### src/hw/cdtor_defs.svh
// Register indices, field positions and reset values of the timing override bank.
// Contract
// Offset 0x1E is fifteenth fixed-colour byte, resets zero.
// Clock prepare: bit 7 selects override value.
// Clock zero: bit 7 selects override value.
// Clock trail: bit 7 selects override value.
// Clock post: bit 7 selects override value.
// Data prepare: bit 7 selects override value.
// Data zero: bit 7 selects override value.
// Data trail: bit 7 selects override value.
// Value field reads auto value unless overridden.
// All override bits reset to zero.
// Offset 0x1F reserved read/write byte, resets zero.
// Value writes ignored while override bit clear.
`ifndef CDTOR_DEFS_SVH
`define CDTOR_DEFS_SVH

// Printed offsets are register indices; the byte address is four times the index.
`define CDTOR_IDX_PATTERN_BYTE15 7'h1E
`define CDTOR_IDX_RESERVED_1F    7'h1F
`define CDTOR_IDX_CLK_PREPARE    7'h40
`define CDTOR_IDX_CLK_ZERO       7'h41
`define CDTOR_IDX_CLK_TRAIL      7'h42
`define CDTOR_IDX_CLK_POST       7'h43
`define CDTOR_IDX_DATA_PREPARE   7'h44
`define CDTOR_IDX_DATA_ZERO      7'h45
`define CDTOR_IDX_DATA_TRAIL     7'h46

`define CDTOR_NUM_TIMING         7
`define CDTOR_OVERRIDE_BIT       7
`define CDTOR_VALUE_MSB          6
`define CDTOR_VALUE_LSB          0

`define CDTOR_RST_PATTERN_BYTE15 8'h00
`define CDTOR_RST_RESERVED_1F    8'h00
`define CDTOR_RST_OVERRIDE       1'b0
`define CDTOR_RST_VALUE          7'h00

`endif

### src/hw/cdtor_pkg.sv
// Types shared by the timing override register bank.
`default_nettype none

package cdtor_pkg;

  typedef logic [6:0] cdtor_val_type;

  // Last field sits in the low bits, so index 0 of a packed 7x7 array is clock prepare.
  typedef struct packed {
    cdtor_val_type data_trail;
    cdtor_val_type data_zero;
    cdtor_val_type data_prepare;
    cdtor_val_type clk_post;
    cdtor_val_type clk_trail;
    cdtor_val_type clk_zero;
    cdtor_val_type clk_prepare;
  } cdtor_timing_type;

  typedef logic [6:0][6:0] cdtor_timing_arr_type;

  typedef struct packed {
    logic       hit;
    logic [2:0] sel;
  } cdtor_tdec_type;

endpackage : cdtor_pkg

`default_nettype wire

### src/hw/cdtor_regs.sv
// Wishbone register bank for the pattern byte and the D-PHY timing overrides.
`include "cdtor_defs.svh"
`timescale 1ns/10ps
`default_nettype none

module cdtor_regs
  import cdtor_pkg::*;
#(
  parameter int ADDR_W = 9
) (
  input  wire logic             clk_i,
  input  wire logic             rst_i,
  input  wire logic             ce_i,
  input  wire logic             wb_cyc_i,
  input  wire logic             wb_stb_i,
  input  wire logic             wb_we_i,
  input  wire logic [3:0]       wb_sel_i,
  input  wire logic [ADDR_W-1:0] wb_adr_i,
  input  wire logic [31:0]      wb_dat_i,
  output logic      [31:0]      wb_dat_o,
  output logic                  wb_ack_o,
  input  wire cdtor_timing_type auto_timing_i,
  output cdtor_timing_type      timing_o,
  output logic      [6:0]       override_en_o,
  output logic      [7:0]       pattern_fixed_byte_fifteen_o
);

  function automatic cdtor_tdec_type timing_decode(input logic [6:0] idx);
    cdtor_tdec_type d;
    logic [6:0]     off;
    off   = idx - `CDTOR_IDX_CLK_PREPARE;
    d.hit = (idx >= `CDTOR_IDX_CLK_PREPARE) && (idx <= `CDTOR_IDX_DATA_TRAIL);
    d.sel = off[2:0];
    return d;
  endfunction : timing_decode

  // Entering override captures the live auto value, so the timing does not jump.
  function automatic cdtor_val_type value_next(input logic          ov,
                                               input cdtor_val_type wr,
                                               input cdtor_val_type auto_v);
    return ov ? wr : auto_v;
  endfunction : value_next

  logic [7:0]           pattern_reg;
  logic [7:0]           reserved_reg;
  logic [6:0]           ov_reg;
  cdtor_timing_arr_type val_reg;
  cdtor_timing_arr_type auto_arr;
  cdtor_timing_arr_type eff_next;
  logic                 clk_prepare_override_en_reg;
  logic                 clk_zero_override_en_reg;
  logic                 clk_trail_override_en_reg;
  logic                 clk_post_override_en_reg;
  logic                 data_prepare_override_en_reg;
  logic                 data_zero_override_en_reg;
  logic                 data_trail_override_en_reg;
  cdtor_val_type        clk_prepare_value_reg;
  cdtor_val_type        clk_zero_value_reg;
  cdtor_val_type        clk_trail_value_reg;
  cdtor_val_type        clk_post_value_reg;
  cdtor_val_type        data_prepare_value_reg;
  cdtor_val_type        data_zero_value_reg;
  cdtor_val_type        data_trail_value_reg;
  cdtor_val_type        clk_prepare_out_reg;
  cdtor_val_type        clk_zero_out_reg;
  cdtor_val_type        clk_trail_out_reg;
  cdtor_val_type        clk_post_out_reg;
  cdtor_val_type        data_prepare_out_reg;
  cdtor_val_type        data_zero_out_reg;
  cdtor_val_type        data_trail_out_reg;
  logic [6:0]           twr;
  cdtor_val_type        wr_value;
  logic                 ack_reg;
  logic [31:0]          dat_reg;
  logic [31:0]          dat_next;
  logic [6:0]           idx;
  cdtor_tdec_type       tdec;
  logic                 req;
  logic                 wr_lane0;

  assign auto_arr = auto_timing_i;
  assign idx      = 7'(wb_adr_i >> 2);
  assign tdec     = timing_decode(idx);
  // One access per cycle pair: a held request is not taken again while ack is high.
  assign req      = wb_cyc_i && wb_stb_i && !ack_reg;
  assign wr_lane0 = req && wb_we_i && wb_sel_i[0];
  assign wr_value = wb_dat_i[`CDTOR_VALUE_MSB:`CDTOR_VALUE_LSB];

  assign ov_reg = {
    data_trail_override_en_reg,
    data_zero_override_en_reg,
    data_prepare_override_en_reg,
    clk_post_override_en_reg,
    clk_trail_override_en_reg,
    clk_zero_override_en_reg,
    clk_prepare_override_en_reg
  };

  assign val_reg = {
    data_trail_value_reg,
    data_zero_value_reg,
    data_prepare_value_reg,
    clk_post_value_reg,
    clk_trail_value_reg,
    clk_zero_value_reg,
    clk_prepare_value_reg
  };

  // One-hot write strobe of the timing register that the current write addresses.
  always_comb begin
    twr = 7'h00;
    if (wr_lane0 && tdec.hit) begin
      twr[tdec.sel] = 1'b1;
    end
  end

  always_ff @(posedge clk_i) begin
    if (rst_i) begin
      ack_reg <= 1'b0;
    end else if (ce_i) begin
      ack_reg <= req;
    end
  end

  always_ff @(posedge clk_i) begin
    if (rst_i) begin
      pattern_reg <= `CDTOR_RST_PATTERN_BYTE15;
    end else if (ce_i && wr_lane0 && idx == `CDTOR_IDX_PATTERN_BYTE15) begin
      pattern_reg <= wb_dat_i[7:0];
    end
  end

  always_ff @(posedge clk_i) begin
    if (rst_i) begin
      reserved_reg <= `CDTOR_RST_RESERVED_1F;
    end else if (ce_i && wr_lane0 && idx == `CDTOR_IDX_RESERVED_1F) begin
      reserved_reg <= wb_dat_i[7:0];
    end
  end

  always_comb begin
    for (int i = 0; i < `CDTOR_NUM_TIMING; i++) begin
      // Clock lane:; data lane:.
      eff_next[i] = ov_reg[i] ? val_reg[i] : auto_arr[i];
    end
  end

  // Clock-lane prepare.
  always_ff @(posedge clk_i) begin
    if (rst_i) begin
      clk_prepare_override_en_reg <= `CDTOR_RST_OVERRIDE;
    end else if (ce_i && twr[0]) begin
      clk_prepare_override_en_reg <= wb_dat_i[`CDTOR_OVERRIDE_BIT];
    end
  end

  always_ff @(posedge clk_i) begin
    if (rst_i) begin
      clk_prepare_value_reg <= `CDTOR_RST_VALUE;
    end else if (ce_i && twr[0]) begin
      clk_prepare_value_reg <=
          value_next(clk_prepare_override_en_reg, wr_value, auto_arr[0]);
    end
  end

  always_ff @(posedge clk_i) begin
    if (rst_i) begin
      clk_prepare_out_reg <= `CDTOR_RST_VALUE;
    end else if (ce_i) begin
      clk_prepare_out_reg <= eff_next[0];
    end
  end

  // Clock-lane zero.
  always_ff @(posedge clk_i) begin
    if (rst_i) begin
      clk_zero_override_en_reg <= `CDTOR_RST_OVERRIDE;
    end else if (ce_i && twr[1]) begin
      clk_zero_override_en_reg <= wb_dat_i[`CDTOR_OVERRIDE_BIT];
    end
  end

  always_ff @(posedge clk_i) begin
    if (rst_i) begin
      clk_zero_value_reg <= `CDTOR_RST_VALUE;
    end else if (ce_i && twr[1]) begin
      clk_zero_value_reg <=
          value_next(clk_zero_override_en_reg, wr_value, auto_arr[1]);
    end
  end

  always_ff @(posedge clk_i) begin
    if (rst_i) begin
      clk_zero_out_reg <= `CDTOR_RST_VALUE;
    end else if (ce_i) begin
      clk_zero_out_reg <= eff_next[1];
    end
  end

  // Clock-lane trail.
  always_ff @(posedge clk_i) begin
    if (rst_i) begin
      clk_trail_override_en_reg <= `CDTOR_RST_OVERRIDE;
    end else if (ce_i && twr[2]) begin
      clk_trail_override_en_reg <= wb_dat_i[`CDTOR_OVERRIDE_BIT];
    end
  end

  always_ff @(posedge clk_i) begin
    if (rst_i) begin
      clk_trail_value_reg <= `CDTOR_RST_VALUE;
    end else if (ce_i && twr[2]) begin
      clk_trail_value_reg <=
          value_next(clk_trail_override_en_reg, wr_value, auto_arr[2]);
    end
  end

  always_ff @(posedge clk_i) begin
    if (rst_i) begin
      clk_trail_out_reg <= `CDTOR_RST_VALUE;
    end else if (ce_i) begin
      clk_trail_out_reg <= eff_next[2];
    end
  end

  // Clock-lane post.
  always_ff @(posedge clk_i) begin
    if (rst_i) begin
      clk_post_override_en_reg <= `CDTOR_RST_OVERRIDE;
    end else if (ce_i && twr[3]) begin
      clk_post_override_en_reg <= wb_dat_i[`CDTOR_OVERRIDE_BIT];
    end
  end

  always_ff @(posedge clk_i) begin
    if (rst_i) begin
      clk_post_value_reg <= `CDTOR_RST_VALUE;
    end else if (ce_i && twr[3]) begin
      clk_post_value_reg <=
          value_next(clk_post_override_en_reg, wr_value, auto_arr[3]);
    end
  end

  always_ff @(posedge clk_i) begin
    if (rst_i) begin
      clk_post_out_reg <= `CDTOR_RST_VALUE;
    end else if (ce_i) begin
      clk_post_out_reg <= eff_next[3];
    end
  end

  // Data-lane prepare.
  always_ff @(posedge clk_i) begin
    if (rst_i) begin
      data_prepare_override_en_reg <= `CDTOR_RST_OVERRIDE;
    end else if (ce_i && twr[4]) begin
      data_prepare_override_en_reg <= wb_dat_i[`CDTOR_OVERRIDE_BIT];
    end
  end

  always_ff @(posedge clk_i) begin
    if (rst_i) begin
      data_prepare_value_reg <= `CDTOR_RST_VALUE;
    end else if (ce_i && twr[4]) begin
      data_prepare_value_reg <=
          value_next(data_prepare_override_en_reg, wr_value, auto_arr[4]);
    end
  end

  always_ff @(posedge clk_i) begin
    if (rst_i) begin
      data_prepare_out_reg <= `CDTOR_RST_VALUE;
    end else if (ce_i) begin
      data_prepare_out_reg <= eff_next[4];
    end
  end

  // Data-lane zero.
  always_ff @(posedge clk_i) begin
    if (rst_i) begin
      data_zero_override_en_reg <= `CDTOR_RST_OVERRIDE;
    end else if (ce_i && twr[5]) begin
      data_zero_override_en_reg <= wb_dat_i[`CDTOR_OVERRIDE_BIT];
    end
  end

  always_ff @(posedge clk_i) begin
    if (rst_i) begin
      data_zero_value_reg <= `CDTOR_RST_VALUE;
    end else if (ce_i && twr[5]) begin
      data_zero_value_reg <=
          value_next(data_zero_override_en_reg, wr_value, auto_arr[5]);
    end
  end

  always_ff @(posedge clk_i) begin
    if (rst_i) begin
      data_zero_out_reg <= `CDTOR_RST_VALUE;
    end else if (ce_i) begin
      data_zero_out_reg <= eff_next[5];
    end
  end

  // Data-lane trail.
  always_ff @(posedge clk_i) begin
    if (rst_i) begin
      data_trail_override_en_reg <= `CDTOR_RST_OVERRIDE;
    end else if (ce_i && twr[6]) begin
      data_trail_override_en_reg <= wb_dat_i[`CDTOR_OVERRIDE_BIT];
    end
  end

  always_ff @(posedge clk_i) begin
    if (rst_i) begin
      data_trail_value_reg <= `CDTOR_RST_VALUE;
    end else if (ce_i && twr[6]) begin
      data_trail_value_reg <=
          value_next(data_trail_override_en_reg, wr_value, auto_arr[6]);
    end
  end

  always_ff @(posedge clk_i) begin
    if (rst_i) begin
      data_trail_out_reg <= `CDTOR_RST_VALUE;
    end else if (ce_i) begin
      data_trail_out_reg <= eff_next[6];
    end
  end

  // Unmapped indices read as zero and swallow writes, but still acknowledge.
  always_comb begin
    dat_next = 32'h0000_0000;
    if (tdec.hit) begin
      dat_next[7:0] = {ov_reg[tdec.sel], eff_next[tdec.sel]};
    end else if (idx == `CDTOR_IDX_PATTERN_BYTE15) begin
      dat_next[7:0] = pattern_reg;
    end else if (idx == `CDTOR_IDX_RESERVED_1F) begin
      dat_next[7:0] = reserved_reg;
    end
  end

  always_ff @(posedge clk_i) begin
    if (rst_i) begin
      dat_reg <= 32'h0000_0000;
    end else if (ce_i) begin
      dat_reg <= (req && !wb_we_i) ? dat_next : 32'h0000_0000;
    end
  end

  assign wb_ack_o                     = ack_reg;
  assign wb_dat_o                     = dat_reg;
  assign timing_o                     = {data_trail_out_reg,
                                         data_zero_out_reg,
                                         data_prepare_out_reg,
                                         clk_post_out_reg,
                                         clk_trail_out_reg,
                                         clk_zero_out_reg,
                                         clk_prepare_out_reg};
  assign override_en_o                = ov_reg;
  assign pattern_fixed_byte_fifteen_o = pattern_reg;

endmodule : cdtor_regs

`default_nettype wire

### config.mk
export PLATFORM = sky130hd
export DESIGN_NAME = cdtor_regs
export DESIGN_NICKNAME = d
export VERILOG_FILES = /design/src/hw/cdtor_pkg.sv /design/src/hw/cdtor_regs.sv
export VERILOG_INCLUDE_DIRS = /design/src /design/src/hw
export SDC_FILE = /design/constraint.sdc
export NUM_CORES = 1
export LEC_CHECK = 0
export ABC_AREA = 0
export BUFFER_PORTS_ARGS = -buffer_cell sky130_fd_sc_hd__buf_4
export CORE_UTILIZATION = 57
export CTS_BUF_LIST = sky130_fd_sc_hd__clkbuf_2 sky130_fd_sc_hd__clkbuf_4 sky130_fd_sc_hd__clkbuf_8
export DETAILED_ROUTE_END_ITERATION = 10
export PLACE_DENSITY = 0.88
export SLEW_MARGIN = 20
export SYNTH_ARGS = -nofsm -noshare
export SYNTH_HDL_FRONTEND = slang
export SYNTH_SLANG_ARGS = --single-unit
### constraint.sdc
create_clock -name clk_i -period 3.9 [get_ports clk_i]
set_input_delay 0.39 -clock clk_i [delete_from_list [all_inputs] [get_ports clk_i]]
set_output_delay 0.39 -clock clk_i [all_outputs]
set_load 0.03 [all_outputs]
* Word-level counts from Yosys, hierarchy flattened *
Index checks and enable logic that the tools add are counted.

storage, ports and cells
  register bits = 154
  latch bits = 0
  memory bits (writable) = 0
  bits in read-only memories = 0
  output and inout bits = 97
  logic and storage cells = 77
  memories = 0

cells by class
  add/subtract/negate cells = 1
  multipliers = 0
  div/mod/pow operators = 0
  magnitude comparators = 4
  equality and inequality tests = 2
  shift operators = 0
  multiplexer cells = 25
  bitwise operators = 0
  reductions and logical operators = 20

operators with widths
  operator               number
  $mux W7                16
  $mux W8                4
  $bmux W7 S3            1
  $logic_and A1 B1 Y1    18
  $eq A7 B5 Y1 const B   2
  $ge A7 B7 Y1 const B   1
  $le A7 B7 Y1 const B   1
  $lt A3 B4 Y1 const B   1
  $bmux W1 S3            1
  $demux W1 S3           1
  $ge A3 B1 Y1 const B   1
  $sub A3 B1 Y3 const B  1
  $logic_not A1 Y1       2
  $mux W1                2

* Longest topological paths before layout *
  word-level depth = 7
  depth in mapped cells = 8
  depth with buffers taken out = 5

* Worst setup path after synthesis *
No wires, ideal clock.

  kind = input to register
  from = input port wb_adr_i[7]
  to = register data_trail_value_reg[0]
  setup time = 0.079 ns
  arrival = 2.049 ns
  required time = 3.821 ns
  slack = 1.771 ns
  cell stages on the path = 7
  path buffers = 2
  cell sequence = or4b_4 or3_1 buf_6 nor3_4 buf_6 nor2_1 a211oi_2

between the ends
  word-level cells in the longest chain between the ends = 5
  elaborated cells on any way between the ends = 6
  those cells by class = order compare: 2; mux: 1; reduce/logical: 3

ends and longest elaborated chain
  item                                                           RTL line           RTL
  start: declaration                                             cdtor_regs.sv:18   input wire logic [ADDR_W-1:0] wb_adr_i,
  $ge A7 B7 Y1 (no line) / $le A7 B7 Y1 (equally long branches)  --
  $logic_and A1 B1 Y1 *                                          cdtor_regs.sv:32   d.hit = (idx >= `CDTOR_IDX_CLK_PREPARE) && (idx <= `CDTOR_IDX_DATA_TRAIL);
  $logic_and A1 B1 Y1 *                                          cdtor_regs.sv:112  if (wr_lane0 && tdec.hit) begin
  $mux W7 *                                                      cdtor_regs.sv:112
  $logic_and A1 B1 Y1 *                                          cdtor_regs.sv:316  end else if (ce_i && twr[6]) begin
  end signal: assignment                                         cdtor_regs.sv:315  data_trail_value_reg <= `CDTOR_RST_VALUE;
  end signal: assignment                                         cdtor_regs.sv:317  data_trail_value_reg <=
  end: declaration                                               cdtor_regs.sv:63   cdtor_val_type data_trail_value_reg;

Every way passes the cells marked *; elsewhere a longest branch is shown, timed or not.
A chain may end at the register's enable or synchronous reset.

* Final worst setup path *
  from = input port wb_adr_i[2]
  to = register reserved_reg[2]

between the ends
  word-level cells in the longest chain between the ends = 2

ends and longest elaborated chain
  item                           RTL line           RTL
  $eq A7 B5 Y1 (no line)         --
  $logic_and A1 B1 Y1 (no line)  --
  end signal: assignment         cdtor_regs.sv:135  reserved_reg <= `CDTOR_RST_RESERVED_1F;
  end signal: assignment         cdtor_regs.sv:137  reserved_reg <= wb_dat_i[7:0];
  end: declaration               cdtor_regs.sv:45   logic [7:0] reserved_reg;

Every way passes these cells.

==> flow_summary.json <==
{
  "routed_via_density": 6.12,
  "die_h_um": 107,
  "num_antenna_cells": 0,
  "relSlewSlack": 0.361,
  "path_max_fanout": 22,
  "power_density_nw_per_um2": 403,
  "cts_tree": "yes",
  "syn_inst": 751,
  "status": "finished clean",
  "cts_htree_levels": 4,
  "globalRouteOverflowTotal": 0,
  "pin_count": 197,
  "die_w_um": 107,
  "endpoint_kind": "flip-flop",
  "fin_crit_sh": 0.640,
  "synthTopCellsByCount": "nor2_1, dfxtp_1, a211oi_1",
  "switching_power_mw": 0.825,
  "worstPathArrival_ps": 2800,
  "antenna_found_initial": 0,
  "final_nets": 940,
  "synth_top_family_by_area": "compound AO/OA/AOI/OAI gates",
  "post-route-drc-count": 0,
  "drt_pass1_iterations": 8,
  "setup.worst_path.start_class": "input port",
  "clk_pin_slew_ps": 70,
  "power_frac_comb": 0.143,
  "use_met1": 0.406,
  "fin_skew_ps": 7.15,
  "synthMuxAreaShare": 0.0494,
  "synth_top_area_cell": "dfxtp_1",
  "power_frac_seq": 0.454,
  "numCtsBuffers": 17,
  "hold_path_class": "input port to flip-flop",
  "synth-seq-cells": 130,
  "finalSetupTns_ps": 0,
  "insertion_delay_ps": 450,
  "leakagePower_nw": 2.84,
  "fin_hold_ws_ps": 291,
  "synthXorXnorAreaFrac": 0,
  "place_congestion": 0.913,
  "ir_worst_vdd_v": 0.000245,
  "postCtsHoldBufs": 0,
  "grt_pass1_wl_um": 28200,
  "syn-cell-area_sq_um": 6310,
  "grt_util_all_layers": 0.322,
  "p_clk_frac": 0.403,
  "ctsResizeCount": 0,
  "min_period_ps": 2490,
  "portBuffers": 143,
  "rsz0062_at_grt": "no",
  "yosys_warnings": 0,
  "cts_buffer_depth": 2,
  "synth-simple-area-share": 0.188,
  "synth_edf_count": 0,
  "cts_sinks": 130,
  "crit_type": "input port to flip-flop",
  "hold_viol_final": 0,
  "drt_iter0_drc": 532,
  "max_freq_mhz": 401,
  "drt-total-wl_um": 18400,
  "post_drt_wl_per_cell_um": 18.6,
  "finalSetupViolations": 0,
  "grt_max_degree": 101,
  "core_area_sq_um": 10800,
  "p_int_mw": 2.22,
  "r2r_cells": 5,
  "layout-drive-gt1-share": 0.224,
  "grt_use_met3": 0.0687,
  "maxSlewViolCount": 0,
  "synth_cell_types": 49,
  "synth.top_cell.area_share": 0.412,
  "maxCapViolCount": 0,
  "drtAntennaViolNets": 0,
  "vias": 6065,
  "initial_utilization": 0.585,
  "grt_use_met2": 0.516,
  "synthArstFlopShare": 0,
  "netlist_top_cells_area": "dfxtp_1, a211oi_1, nor2_1",
  "grt_busiest_layer": "met2",
  "synth-main-ff-cell": "dfxtp_1",
  "cts-root-buf": "clkbuf_8",
  "dp_hpwl_um": 12700,
  "syn-mean-instance-area_sq_um": 8.40,
  "p_total_mw": 3.05,
  "synth.most_common_cell": "nor2_1",
  "hold_depth": 3,
  "synth-compound-area-share": 0.265,
  "required_ps": 4210,
  "fp-row-count": 38,
  "areaGrowthSynthToFinish_pct": 19.9,
  "post_cts_buffers": 0,
  "synth-seq-area-share": 0.412,
  "die_area_sq_um": 11500,
  "grt_pass1_vias": 5416,
  "worst_slew_pin_slew_ps": 959,
  "synthAdderAreaFrac": 0,
  "swShare": 0.270
}
## power by group through the flow
| stage | combinational (mW) | sequential (mW) | clock, mW |
|---|---|---|---|
| CTS | 0.431 | 1.38 | 1.23 |
| global route | 0.463 | 1.39 | 1.29 |
| global placement | 0.421 | 1.41 | 0 |
| finish | 0.436 | 1.38 | 1.23 |
| detailed placement | 0.428 | 1.41 | 0 |
| floorplan | 0.215 | 1.48 | 0 |
## metrics by stage
step,instance area [sq um],std cells,utilization,worst slack (ps)
detailed placement,7150,961,0.662,982
finish,7570,991,0.701,1410
floorplan,6400,774,-,1770
global route,7570,991,0.701,1170
CTS,7570,991,0.701,1450
global placement,7150,961,0.662,1130
## worst paths after layout
path,start,to,slack [ps]
max,wb_adr_i[2],reserved_reg[2],1410
min,wb_stb_i,wb_ack_o,290
max reg2reg,wb_ack_o,data_trail_value_reg[1],1570
min reg2reg,wb_dat_o[7],wb_dat_o[7],470
## critical path: stages
cell and delay, ps:
buf_4 260, clkinv_1 330, nor3_1 700, nor2b_1 760, mux2i_1 290, nor2_1 70
## cell type report
| type | instances | area [sq um] |
|---|---|---|
| well taps | 140 | 175 |
| clock buffers | 19 | 255 |
| multi-input cells | 541 | 3260 |
| fillers | 827 | 3230 |
| inverters | 4 | 15.0 |
| flip-flops and latches | 130 | 2600 |
| repair buffers | 146 | 1100 |
| clock inverters | 11 | 163 |
## cells by family (layout without fill, tap and decap cells)
| logic type | Yosys count | count (layout) |
|---|---|---|
| AOI/OAI and AO/OA | 252 | 252 |
| buffers and inverters | 103 | 180 |
| DFF | 130 | 130 |
| muxes | 31 | 31 |
| other | 1 | 24 |
| and+or+nand+nor | 234 | 234 |
## layer usage
| layer | part of all wire | wire (um) | vias to the layer above |
|---|---|---|---|
| met2 | 0.47 | 8620 | 325 |
| met3 | 0.086 | 1580 | 66 |
| met5 | 0 | 0 | - |
| met4 | 0.037 | 680 | 0 |
| met1 | 0.41 | 7500 | 2827 |
| li1 | - | - | 2847 |
## cell usage in the layout (no fill, tap or decap), types with 3 or more instances in the layout
cell type / n
a221o_1: 3
a211oi_2: 3
dfxtp_1: 130
a31oi_1: 3
a22oi_1: 4
clkinv_2: 4
and2_1: 6
a221oi_1: 4
nor2b_1: 48
nor2_1: 132
clkinvlp_4: 3
nor4_1: 3
buf_4: 146
nand2_1: 11
mux2i_1: 30
conb_1: 24
clkbuf_8: 18
inv_1: 3
nor3_1: 8
a2111oi_0: 3
nor4b_1: 4
or3b_2: 3
o21ai_0: 5
bufinv_16: 4
nor2_4: 5
a211oi_1: 118
a21oi_1: 98
(Power assumes the default switching activity.)
